**src/cesc_pkg.sv**
```systemverilog
// Package with the constants, command codes and state types of the command error status checker.
package cesc_pkg;

    // Register bus geometry: word index on the bus, 32-bit data, 16-bit registers.
    localparam int unsigned CESC_AW    = 2;
    localparam int unsigned CESC_BUS_W = 32;
    localparam int unsigned CESC_REG_W = 16;

    // Register word indexes; byte address is four times the index.
    localparam logic [1:0] CESC_STATUS_IDX = 2'h0;
    localparam logic [1:0] CESC_MASK_IDX   = 2'h1;

    // Positions of the flags in the command error status register.
    localparam int unsigned CESC_BIT_CAPT  = 8;
    localparam int unsigned CESC_BIT_SERVO = 9;
    localparam int unsigned CESC_BIT_AXIS  = 11;
    localparam int unsigned CESC_BIT_COORD = 12;
    localparam int unsigned CESC_BIT_MOVE  = 13;
    localparam int unsigned CESC_BIT_FULL  = 15;

    // Bits that can ever be set; the rest read as zero.
    localparam logic [15:0] CESC_IMPL_MASK = 16'hbb00;

    // Values after reset.
    localparam logic [15:0] CESC_STATUS_RST = 16'h0000;
    localparam logic [15:0] CESC_MASK_RST   = 16'h0000;
    localparam logic [31:0] CESC_RDATA_RST  = 32'h0000_0000;

    // Host command codes as presented on the command port.
    typedef enum logic [3:0] {
        CMD_NOP         = 4'h0,
        CMD_ARM_HOME    = 4'h1,
        CMD_ARM_INDEX   = 4'h2,
        CMD_SERVO_ON    = 4'h3,
        CMD_ZERO_POS    = 4'h4,
        CMD_SYNC_POS    = 4'h5,
        CMD_APPLY_AXIS  = 4'h6,
        CMD_APPLY_MULTI = 4'h7,
        CMD_BUILD_COORD = 4'h8,
        CMD_START_COORD = 4'h9,
        CMD_START_LIST  = 4'ha,
        CMD_APPEND_LIST = 4'hb,
        CMD_MOVE_TWO    = 4'hc,
        CMD_MOVE_THREE  = 4'hd,
        CMD_MOVE_FOUR   = 4'he,
        CMD_MOTION_DESC = 4'hf
    } cesc_cmd_type;

    // Bus slave handshake states, one-hot.
    typedef enum logic [1:0] {
        BUS_IDLE = 2'b01,
        BUS_ACK  = 2'b10
    } cesc_bus_state_type;

endpackage

```
**src/cesc_if.sv**
```systemverilog
// Interfaces joining the top of the checker to its bus slave and its error classifier.
`timescale 1ns/1ps

interface cesc_reg_if;
    import cesc_pkg::*;
    logic                 wr_stb;
    logic [CESC_AW-1:0]   idx;
    logic [15:0]          wdata;
    logic [15:0]          rdata;
    modport slave (output wr_stb, idx, wdata, input rdata);
    modport regs  (input wr_stb, idx, wdata, output rdata);
endinterface

interface cesc_chk_if;
    import cesc_pkg::*;
    cesc_cmd_type code;
    logic         capt_done, capt_armed, drv_alarm, moving, vel_mode, param_locked;
    logic         coord_moving, list_exec, list_input, imm_busy, move_bad, buf_full;
    logic [15:0]  err;
    modport check (input code, capt_done, capt_armed, drv_alarm, moving, vel_mode, param_locked,
                   coord_moving, list_exec, list_input, imm_busy, move_bad, buf_full, output err);
    modport user  (output code, capt_done, capt_armed, drv_alarm, moving, vel_mode, param_locked,
                   coord_moving, list_exec, list_input, imm_busy, move_bad, buf_full, input err);
endinterface

```
**src/cesc_classifier.sv**
```systemverilog
// Combinational classifier that maps a command and the axis state onto error flags.
`timescale 1ns/1ps

module cesc_classifier
    import cesc_pkg::*;
(
    cesc_chk_if.check chk
);

    logic is_desc;
    logic is_move;

    // Linear moves count as motion description commands for the busy and full checks.
    always_comb begin
        is_move = (chk.code == CMD_MOVE_TWO) || (chk.code == CMD_MOVE_THREE) || (chk.code == CMD_MOVE_FOUR);
        is_desc = is_move || (chk.code == CMD_MOTION_DESC);
        chk.err = '0;
        chk.err[CESC_BIT_CAPT]  = (chk.code == CMD_ARM_HOME) && (chk.capt_done || chk.capt_armed);
        chk.err[CESC_BIT_SERVO] = (chk.code == CMD_SERVO_ON) && chk.drv_alarm;
        chk.err[CESC_BIT_AXIS]  = ((chk.code == CMD_ZERO_POS) && chk.moving)
                               || ((chk.code == CMD_SYNC_POS) && chk.vel_mode)
                               || (((chk.code == CMD_APPLY_AXIS) || (chk.code == CMD_APPLY_MULTI))
                                   && chk.moving && chk.param_locked);
        chk.err[CESC_BIT_COORD] = ((chk.code == CMD_BUILD_COORD) && chk.coord_moving)
                               || (((chk.code == CMD_START_COORD) || (chk.code == CMD_START_LIST))
                                   && chk.list_exec)
                               || ((chk.code == CMD_APPEND_LIST) && chk.list_input)
                               || (is_desc && chk.imm_busy);
        chk.err[CESC_BIT_MOVE]  = is_move && chk.move_bad;
        chk.err[CESC_BIT_FULL]  = is_desc && chk.buf_full;
    end

endmodule

```
**src/cesc_avmm_slave.sv**
```systemverilog
// Avalon-MM slave front end with one wait state for every access.
`timescale 1ns/1ps

module cesc_avmm_slave
    import cesc_pkg::*;
(
    input  wire logic                  core_clk,
    input  wire logic                  nrst,
    input  wire logic                  ce,
    input  wire logic [CESC_AW-1:0]    avs_address,
    input  wire logic                  avs_read,
    input  wire logic                  avs_write,
    input  wire logic [CESC_BUS_W-1:0] avs_writedata,
    output logic      [CESC_BUS_W-1:0] avs_readdata,
    output logic                       avs_waitrequest,
    cesc_reg_if.slave                  bus
);

    cesc_bus_state_type    state_r;
    cesc_bus_state_type    state_nxt;
    logic                  waitrequest_nxt;
    logic [CESC_BUS_W-1:0] readdata_nxt;

    // The register view is picked from the held address; the write lands on the acknowledge edge.
    assign bus.idx    = avs_address;
    assign bus.wdata  = avs_writedata[15:0];
    assign bus.wr_stb = (state_r == BUS_ACK) && avs_write;

    // Read data is captured one cycle early so that it comes straight from a flip-flop.
    always_comb begin
        state_nxt       = state_r;
        waitrequest_nxt = 1'b1;
        readdata_nxt    = avs_readdata;
        case (state_r)
            BUS_IDLE: begin
                if (avs_read || avs_write) begin
                    state_nxt       = BUS_ACK;
                    waitrequest_nxt = 1'b0;
                    readdata_nxt    = avs_read ? {16'h0000, bus.rdata} : CESC_RDATA_RST;
                end
            end
            BUS_ACK: begin
                state_nxt = BUS_IDLE;
            end
            default: begin
                state_nxt = BUS_IDLE;
            end
        endcase
    end

    // Handshake registers; frozen while the clock enable is low.
    always_ff @(posedge core_clk or negedge nrst) begin
        if (!nrst) begin
            state_r         <= BUS_IDLE;
            avs_waitrequest <= 1'b1;
            avs_readdata    <= CESC_RDATA_RST;
        end else if (ce) begin
            state_r         <= state_nxt;
            avs_waitrequest <= waitrequest_nxt;
            avs_readdata    <= readdata_nxt;
        end
    end

endmodule

```
**src/cesc_top.sv**
```systemverilog
// Top of the command error status checker: command gate, sticky error register and interrupt.
//
// Overview of operation
// - Arming home capture while a capture is complete or still armed sets bit 8.
// - Enabling the servo while the axis driver alarm is up sets bit 9.
// - Zeroing the axis position while the axis moves sets bit 11.
// - Making a position synchronisation effective in velocity mode sets bit 11.
// - A single or multi-axis parameter update the moving motion mode forbids sets bit 11.
// - Building a coordinate system while a mapped axis moves sets bit 12.
// - Starting coordinated motion or a buffered list while the list still executes sets bit 12.
// - Appending to the list while list input is in progress sets bit 12.
// - A motion description command during an unfinished immediate motion sets bit 12.
// - An erroneous two, three or four axis linear move sets bit 13.
// - A motion description command while the buffer is full sets bit 15 and is not taken.
// - The command error status register can be read at any time.
// - The command error status register is 16 bits; bits 8, 9, 11, 12, 13 and 15 each hold one error class, the rest read zero.
// - A command found in error is dropped and never reaches the axis logic.
`timescale 1ns/1ps

module cesc_top
    import cesc_pkg::*;
(
    input  wire logic                  core_clk,
    input  wire logic                  nrst,
    input  wire logic                  ce,
    input  wire logic [CESC_AW-1:0]    avs_address,
    input  wire logic                  avs_read,
    input  wire logic                  avs_write,
    input  wire logic [CESC_BUS_W-1:0] avs_writedata,
    output logic      [CESC_BUS_W-1:0] avs_readdata,
    output logic                       avs_waitrequest,
    input  wire logic                  cmd_valid,
    input  wire cesc_cmd_type          cmd_code,
    input  wire logic                  capt_done,
    input  wire logic                  capt_armed,
    input  wire logic                  drv_alarm,
    input  wire logic                  axis_moving,
    input  wire logic                  vel_mode,
    input  wire logic                  param_locked,
    input  wire logic                  coord_moving,
    input  wire logic                  list_exec,
    input  wire logic                  list_input,
    input  wire logic                  imm_busy,
    input  wire logic                  move_bad,
    input  wire logic                  buf_full,
    output logic                       cmd_done,
    output logic                       cmd_accepted,
    output logic                       exec_valid,
    output cesc_cmd_type               exec_code,
    output logic                       irq
);

    cesc_reg_if bus ();
    cesc_chk_if chk ();

    logic [15:0]  status_r;
    logic [15:0]  status_nxt;
    logic [15:0]  mask_r;
    logic [15:0]  mask_nxt;
    logic [15:0]  set_vec;
    logic [15:0]  clr_vec;
    logic         irq_nxt;
    logic         done_nxt;
    logic         accepted_nxt;
    logic         exec_valid_nxt;
    cesc_cmd_type exec_code_nxt;

    // Bus front end; every access is answered after one wait state.
    cesc_avmm_slave u_slave (
        .core_clk        (core_clk),
        .nrst            (nrst),
        .ce              (ce),
        .avs_address     (avs_address),
        .avs_read        (avs_read),
        .avs_write       (avs_write),
        .avs_writedata   (avs_writedata),
        .avs_readdata    (avs_readdata),
        .avs_waitrequest (avs_waitrequest),
        .bus             (bus.slave)
    );

    // Error classifier sees the command code together with the axis and buffer state.
    cesc_classifier u_classifier (
        .chk (chk.check)
    );

    // Present the command and the state snapshot to the classifier.
    assign chk.code         = cmd_code;
    assign chk.capt_done    = capt_done;
    assign chk.capt_armed   = capt_armed;
    assign chk.drv_alarm    = drv_alarm;
    assign chk.moving       = axis_moving;
    assign chk.vel_mode     = vel_mode;
    assign chk.param_locked = param_locked;
    assign chk.coord_moving = coord_moving;
    assign chk.list_exec    = list_exec;
    assign chk.list_input   = list_input;
    assign chk.imm_busy     = imm_busy;
    assign chk.move_bad     = move_bad;
    assign chk.buf_full     = buf_full;

    // Flags raised this cycle and flags software clears by writing ones to the status word.
    assign set_vec = cmd_valid ? (chk.err & CESC_IMPL_MASK) : 16'h0000;
    assign clr_vec = (bus.wr_stb && (bus.idx == CESC_STATUS_IDX)) ? bus.wdata : 16'h0000;

    // Sticky flags: a set in the same cycle as its clear wins, so no error is lost.
    // Unused positions are held at zero so that a read never shows a stale value there.
    genvar gi;
    generate
        for (gi = 0; gi < 16; gi++) begin : g_flag
            assign status_nxt[gi] = CESC_IMPL_MASK[gi] & (set_vec[gi] | (status_r[gi] & ~clr_vec[gi]));
        end
    endgenerate

    // Readback of the register view; unmapped words read as zero and ignore writes.
    always_comb begin
        case (bus.idx)
            CESC_STATUS_IDX: bus.rdata = status_r;
            CESC_MASK_IDX:   bus.rdata = mask_r;
            default:         bus.rdata = 16'h0000;
        endcase
    end

    // Mask register and the level interrupt derived from the next flag state.
    always_comb begin
        mask_nxt = mask_r;
        if (bus.wr_stb && (bus.idx == CESC_MASK_IDX)) begin
            mask_nxt = bus.wdata & CESC_IMPL_MASK;
        end
        irq_nxt = |(status_nxt & mask_nxt);
    end

    // Command gate: an erroneous command is answered but never forwarded to the axis logic.
    always_comb begin
        done_nxt       = cmd_valid;
        accepted_nxt   = cmd_valid && (set_vec == 16'h0000);
        exec_valid_nxt = accepted_nxt;
        exec_code_nxt  = accepted_nxt ? cmd_code : CMD_NOP;
    end

    // State registers; the clock enable freezes everything, including the answer strobes.
    always_ff @(posedge core_clk or negedge nrst) begin
        if (!nrst) begin
            status_r     <= CESC_STATUS_RST;
            mask_r       <= CESC_MASK_RST;
            irq          <= 1'b0;
            cmd_done     <= 1'b0;
            cmd_accepted <= 1'b0;
            exec_valid   <= 1'b0;
            exec_code    <= CMD_NOP;
        end else if (ce) begin
            status_r     <= status_nxt;
            mask_r       <= mask_nxt;
            irq          <= irq_nxt;
            cmd_done     <= done_nxt;
            cmd_accepted <= accepted_nxt;
            exec_valid   <= exec_valid_nxt;
            exec_code    <= exec_code_nxt;
        end
    end
endmodule

```
**config.mk**
```make
export PLATFORM = sky130hd
export DESIGN_NAME = cesc_top
export DESIGN_NICKNAME = d
export VERILOG_FILES = /design/src/cesc_pkg.sv /design/src/cesc_if.sv /design/src/cesc_classifier.sv /design/src/cesc_avmm_slave.sv /design/src/cesc_top.sv
export SDC_FILE = /design/constraint.sdc
export NUM_CORES = 1
export LEC_CHECK = 0
export BUFFER_PORTS_ARGS = -buffer_cell sky130_fd_sc_hd__buf_2
export CORE_ASPECT_RATIO = 1.4
export CORE_MARGIN = 5
export CORE_UTILIZATION = 40
export CTS_BUF_LIST = sky130_fd_sc_hd__clkbuf_4 sky130_fd_sc_hd__clkbuf_8
export CTS_CLUSTER_DIAMETER = 80
export DETAILED_ROUTE_END_ITERATION = 10
export HOLD_SLACK_MARGIN = 0.12
export PLACE_DENSITY = 0.82
export REMOVE_ABC_BUFFERS = 1
export SLEW_MARGIN = 20
export SYNTH_ARGS = -nofsm -noshare
export SYNTH_HDL_FRONTEND = slang
export SYNTH_SLANG_ARGS = --single-unit
```
**constraint.sdc**
```tcl
create_clock -name core_clk -period 4.71 [get_ports core_clk]
set_clock_uncertainty 0.05 [all_clocks]
set_input_delay 0.471 -clock core_clk [delete_from_list [all_inputs] [get_ports core_clk]]
set_output_delay 0.471 -clock core_clk [all_outputs]
set_load 0.01 [all_outputs]
```
Word level (Yosys, flattened, before mapping):

Index checks and enable logic that the tools add are counted.

* add/sub/neg operators: 0
* multiplexer cells: 10
* eq/ne operators: 18
* div/mod/pow operators: 0
* shift-type cells: 0
* bitwise gates (word level): 19
* multiply operators: 0
* $lt $le $gt $ge: 0
* reductions and logical operators: 33

Operators by type and width (number)
* 2-to-1 mux 16 bit: 4
* == test 4 bit (second input constant): 8
* case mux 16 bit (2 select lines): 1
* AND 16 bit: 1
* == test 4 x 3 -> 1 bit (second input constant): 4
* logical AND 1 bit: 16
* logical NOT 16 bit: 1
* OR reduction 16 bit: 1
* logical OR 1 bit: 12
* AND 1 bit: 6
* inverter 1 bit: 6
* OR 1 bit: 6
* == test 2 x 1 -> 1 bit (second input constant): 2
* == test 4 x 1 -> 1 bit (second input constant): 1
* == test 4 x 2 -> 1 bit (second input constant): 1
* 2-to-1 mux 2 bit: 2
* 2-to-1 mux 4 bit: 1
* AND reduction 3 bit: 1
* == test 2 bit (second input constant): 1
* logical NOT 2 bit: 1
* 2-to-1 mux 1 bit: 2
* != test 2 x 1 -> 1 bit (second input constant): 1
* AND reduction 2 bit: 1

* bits in registers: 64
* logic and storage cells: 89
* latch bits: 0
* memories kept: 0
* bits in read-only memories: 0
* bits in writable memories: 0

Depth between registers and ports, before layout:

* word-level depth: 10
* depth in mapped cells: 6
* depth with buffers taken out: 5

Modules after synthesis:

From an unflattened synthesis, not the netlist that was laid out.

* cells, all modules: 247
* area, all modules: 2399.8 um2

By module, submodules not included
* cesc_avmm_slave: area an instance 1117.3 um2, times used 1, cells an instance 117
* cesc_top: area an instance 1076.0 um2, times used 1, cells an instance 99
* cesc_classifier: area an instance 206.4 um2, times used 1, cells an instance 31

Worst setup path before layout:

OpenSTA, ideal clock, no wires.

* path kind: input to register
* start point: in cmd_code[0]
* end point: reg exec_code[3]
* buffers on the path: 1
* arrival time: 1.843 ns
* slack: 2.753 ns
* setup time: 0.064 ns
* stages on the path: 6
* required time: 4.596 ns
* path through: buf_2 > mux2i_1 > a211oi_1 > or4b_4 > a211oi_4 > a22o_2

* cells in the longest elaborated chain, start to end: 10
* elaborated cells between the ends (all ways): 40
* classes of those cells: 14 x eq/ne; 2 x mux; 24 x reduce/logical

RTL lines
* start, declared: line cesc_top.sv:33 `input wire cesc_cmd_type cmd_code,`
* == test 4 bit, on equally long branches: line cesc_classifier.sv:25, cesc_classifier.sv:15
* logical OR 1 bit, on equally long branches: line cesc_classifier.sv:25, cesc_classifier.sv:15
* logical AND 1 bit / logical OR 1 bit (equally long branches): line cesc_classifier.sv:26, cesc_classifier.sv:15
* logical OR 1 bit, on equally long branches: line cesc_classifier.sv:25, cesc_classifier.sv:16
* logical OR 1 bit / logical AND 1 bit (equally long branches): line cesc_classifier.sv:27, cesc_classifier.sv:28
* logical OR 1 bit: line cesc_classifier.sv:28 `|| (is_desc && chk.imm_busy);`
* 2-to-1 mux 16 bit (*): line cesc_top.sv:103 `assign set_vec = cmd_valid ? (chk.err & CESC_IMPL_MASK) : 16'h0000;`
* logical NOT 16 bit (*): line cesc_top.sv:136 `accepted_nxt = cmd_valid && (set_vec == 16'h0000);`
* logical AND 1 bit (*): line cesc_top.sv:136
* 2-to-1 mux 4 bit (*): line cesc_top.sv:138 `exec_code_nxt = accepted_nxt ? cmd_code : CMD_NOP;`
* end signal, assigned: line cesc_top.sv:158 `exec_code <= exec_code_nxt;`
* end, declared: line cesc_top.sv:49 `output cesc_cmd_type exec_code,`

Mark *: on every way between the ends. The rest lies on a longest branch, timed or not.
A chain may end at the register's enable or synchronous reset.

Final worst setup path:

* start point: reg u_slave.state_r[0]
* end point: reg irq

* cells in the longest elaborated chain, start to end: 9
* elaborated cells between the ends (all ways): 26
* classes of those cells: 1 x eq/ne; 2 x mux; 19 x bitwise; 4 x reduce/logical

RTL lines
* start, declared: line cesc_avmm_slave.sv:19 `cesc_bus_state_type state_r;`
* start signal, assigned: line cesc_avmm_slave.sv:58 `state_r <= state_nxt;`
* == test 2 bit (*): line cesc_avmm_slave.sv:27 `assign bus.wr_stb = (state_r == BUS_ACK) && avs_write;`
* logical AND 1 bit (*): line cesc_avmm_slave.sv:27
* logical AND 1 bit: line cesc_top.sv:104 `assign clr_vec = (bus.wr_stb && (bus.idx == CESC_STATUS_IDX)) ? bus.wdata : 16'h0000;`
* 2-to-1 mux 16 bit: line cesc_top.sv:104
* inverter 1 bit: line cesc_top.sv:111 `assign status_nxt[gi] = CESC_IMPL_MASK[gi] & (set_vec[gi] | (status_r[gi] & ~clr_vec[gi]));`
* AND 1 bit: line cesc_top.sv:111
* OR 1 bit: line cesc_top.sv:111
* AND 16 bit (*): line cesc_top.sv:130 `irq_nxt = |(status_nxt & mask_nxt);`
* OR reduction 16 bit (*): line cesc_top.sv:130
* end signal, assigned: line cesc_top.sv:154 `irq <= irq_nxt;`
* end, declared: line cesc_top.sv:50 `output logic irq`

Marks and branches as above.

==> results list <==
- Number of placement rows: 28
- The slowest stage of the critical path belongs to the cell dfstp_2.
* DP HPWL: roughly 2.9 mm
- Required arrival time at the worst endpoint: a little under 5 ns
* Post-layout utilization of the core: a little under half
- In this design, the stage delay of the slowest critical-path cell is roughly 0.56 ns.
- R2R Setup Slk: around 2.6 ns
- Boundary Pins: 97
- For this run, the number of Yosys warnings is 0.
- The number of hold buffers added after CTS was 0.
* Post-CTS Setup Inserts: 0
* Die Y-Extent: a little under 90 um
- Of all nets on the critical path, the largest fanout is 6.
- Routability-driven placement finished with a final weighted congestion of 0.896.
* Skew-Pair Late Insertion Delay: approximately 0.28 ns
- Antenna diode count: 0
- Crit path arrival time: between 2 and 2.5 ns
* Share of layout cells above drive strength 1: about a third
- Area Overhead vs Synth: 11.8%
* Final period util: a little over two fifths
* Transition time at the pin with the least slew margin: 0.628 ns
* Nature of the critical path startpoint: register
- Final hold violation count: 0
- Setup repair after global routing left no endpoint under its margin.
- Class of the tightest hold or removal check: in2async
- Entering global routing, the biggest net connects 29 pins.
- Outcome: complete, no violations
- Among cell families on the critical path, the largest total delay comes from flip-flops.
- The first TritonRoute pass finished after 4 iterations.
- First-pass GRT wire length: 5.87 mm
- Initial cell density of the core: about two fifths
- After detailed routing, the average wire length per cell comes to 14.2 um.
- Setup violations remaining at the end of the flow were counted as 0.
* Pins Over Slew Limit: 0
- Dividing the detail-routed via count by the number of cells gives 5.16.
* Number of DRC markers in iteration 0: 35
* Count of antenna-violating nets left after detailed routing: 0
- The detailed router placed between 1,000 and 1,500 vias in this run.
* Setup tns final: 0 ns
* Die outline area: between 5000 and 6000 um^2
- Worst setup margin: 2.64 ns
- Critical R2R Capture: irq
- Total design power: around 0.67 mW
- Logic depth of the worst path, buffers included: 5
* Total GRT Usage: roughly an eighth
- Max-cap viol count: 0
* Total clock sinks: 28
- Prior to clock tree synthesis, the placed netlist has a worst setup slack of 2.42 ns.
- The floorplan step defined a core boundary enclosing about 4200 um^2.
- Peak ir drop on the vdd network: 0.000156 V
* Clk pin slew, worst setup/hold paths: roughly 0.090 ns
- The initial antenna violation count is 0.
* Avg Cell Area, Syn: approximately 10 um^2
- Leftover overflow at the end of global routing: 0
- The worst path in the final design needs a cycle of between 2 and 2.5 ns, including I/O delays and setup.
- Cells after synthesis: between 150 and 200
* Post-Route Hold Slack: 0.140 ns
- DR DRC count: 0
* Register-to-Register Path Depth: 5
* Count of input and output buffers: 44
- In this run, distinct cell masters in the synthesized netlist total 36.
- Headroom to the max-slew limit came out at 58.1%.
* CP endpoint kind: register
- Number of clock buffers inserted by TritonCTS: 3
- Cell-by-cell listing of the critical path: and4bb_2 > nand2_1 > mux2_2 > a222oi_1 > a31oi_1
- The via count of the first global-routing pass came to approximately 1,300.
* Post-cts sizing count: 0
- TritonCTS built the clock tree.
- Number of fillers in the final layout: 407
- Area of the mapped netlist: approximately 1700 um^2
* Total Nets Final: 266
* Launch instance of the worst register-to-register path: u_slave.state_r[0]
- In this run, synthesis produced a sequential element count of 28.
- Dividing total power by cell area gives a power density of ~350 nW/um^2.
- CTS H-Tree Depth: 1
- The critical path contains buffers and inverters numbering 0 combined.
- For this design the static power due to leakage is 0.953 nW.
- The root buffer cell chosen for the clock tree is clkbuf_8.
* Die outline width: ~65 um
- Highest clock rate: 483 MHz
- Sequential elements use around two fifths of the synthesized area.
* Detailed-route wire length: around 3.6 mm
* CTS Buffer Depth: 2
- WS Path Type: reg2reg
-- per-stage QoR --
step,instances,cell area (um^2)
6_report,254,1910
5_1_grt,254,1910
4_1_cts,254,1900
2_1_floorplan,161,1580
3_3_place_gp,250,1850
3_5_place_dp,250,1850
-- synth_stat cells, drive strengths merged --
master / instances / area share, %
clkbuf: 2 / 0.44
a22o: 7 / 3.7
conb: 1 / 0.22
inv: 3 / 0.66
nand2: 15 / 3.3
o32a: 1 / 0.59
dfstp: 2 / 3.1
o21a: 2 / 0.88
nor2: 5 / 1.1
nand2b: 6 / 2.2
and4bb: 1 / 0.73
a211oi: 2 / 1.6
o211ai: 1 / 0.44
o21ai: 9 / 2.6
a31oi: 3 / 1.1
nand3: 6 / 1.8
or4b: 1 / 0.81
o2111ai: 1 / 0.51
and2: 1 / 0.44
a21oi: 4 / 1.2
dfrtp: 26 / 38
mux2: 13 / 8.6
nand3b: 3 / 1.3
buf: 30 / 13
mux2i: 9 / 5.3
nand4bb: 2 / 1.3
nor3: 1 / 0.29
a21o: 1 / 0.51
a222oi: 1 / 0.59
and3: 1 / 0.44
a21boi: 2 / 0.88
o31ai: 6 / 2.6
-- worst max-delay path by stage --
stage               slack, ns           end               start
global placement         2.42  exec_code[3]                  ce
CTS                      2.63           irq  u_slave.state_r[0]
global route             2.51           irq  u_slave.state_r[0]
detailed placement       2.42  exec_code[3]                  ce
floorplan                2.84           irq  u_slave.state_r[0]
finish                   2.64           irq  u_slave.state_r[0]
-- state kept, by name (all words and copies together), names as in the netlist --
signal	flops
cmd_done	1
exec_code	4
exec_valid	1
irq	1
mask_r	6
status_r	6
u_slave.avs_readdata	6
u_slave.avs_waitrequest	1
u_slave.state_r	2
-- power breakdown --
part | total [mW] | internal [mW] | switching (mW)
Combinational | 0.192 | 0.0928 | 0.0990
Sequential | 0.331 | 0.296 | 0.0350
Clock | 0.142 | 0.0666 | 0.0755
-- worst reg2reg max path, stage by stage (launching register included) --
cell and delay, ns:
dfstp_2 0.56, and4bb_2 0.26, nand2_1 0.23, mux2_2 0.37
a222oi_1 0.35, a31oi_1 0.14
-- routing by layer --
layer | track usage [%] | part of all wire (%)
met4 | 4.53 | 1.8
met3 | 2.84 | 9.4
met1 | 15.6 | 40
met2 | 22.6 | 49
met5 | 0 | 0
-- cells by family (layout without fill, tap and decap cells) --
logic type | count (synthesis) | count (layout) | share of synthesized area (%)
AOI/OAI and AO/OA | 40 | 40 | 17.2
DFF | 28 | 28 | 41.2
and+or+nand+nor | 42 | 42 | 13.7
other | 1 | 26 | 0.220
muxes | 22 | 22 | 13.9
buffers and inverters | 35 | 51 | 13.8
-- placed cells by master (no fill, tap or decap), types with 2 or more instances in the layout --
master / n
mux2_2: 13
o31ai_1: 6
nand2b_1: 6
nand2_1: 15
clkbuf_8: 3
nand3b_1: 3
dfstp_2: 2
nor2_1: 5
a21oi_1: 4
mux2i_1: 9
inv_1: 3
a22o_1: 6
buf_2: 44
o21ai_0: 9
conb_1: 26
o21a_1: 2
a31oi_1: 3
a21boi_0: 2
nand4bb_1: 2
dfrtp_1: 26
nand3_1: 6
-- final cells by class --
cell class                 instances  area [um^2]  area share (%)
clock buffer                       4         48.8            2.56
inverter                           3         11.3           0.590
multi-input combinational        130          868            45.5
sequential                        28          703            36.9
tap                               45         56.3            2.95
timing repair buffer              44          220            11.5
No activity file was read; power rests on OpenSTA's default activity.
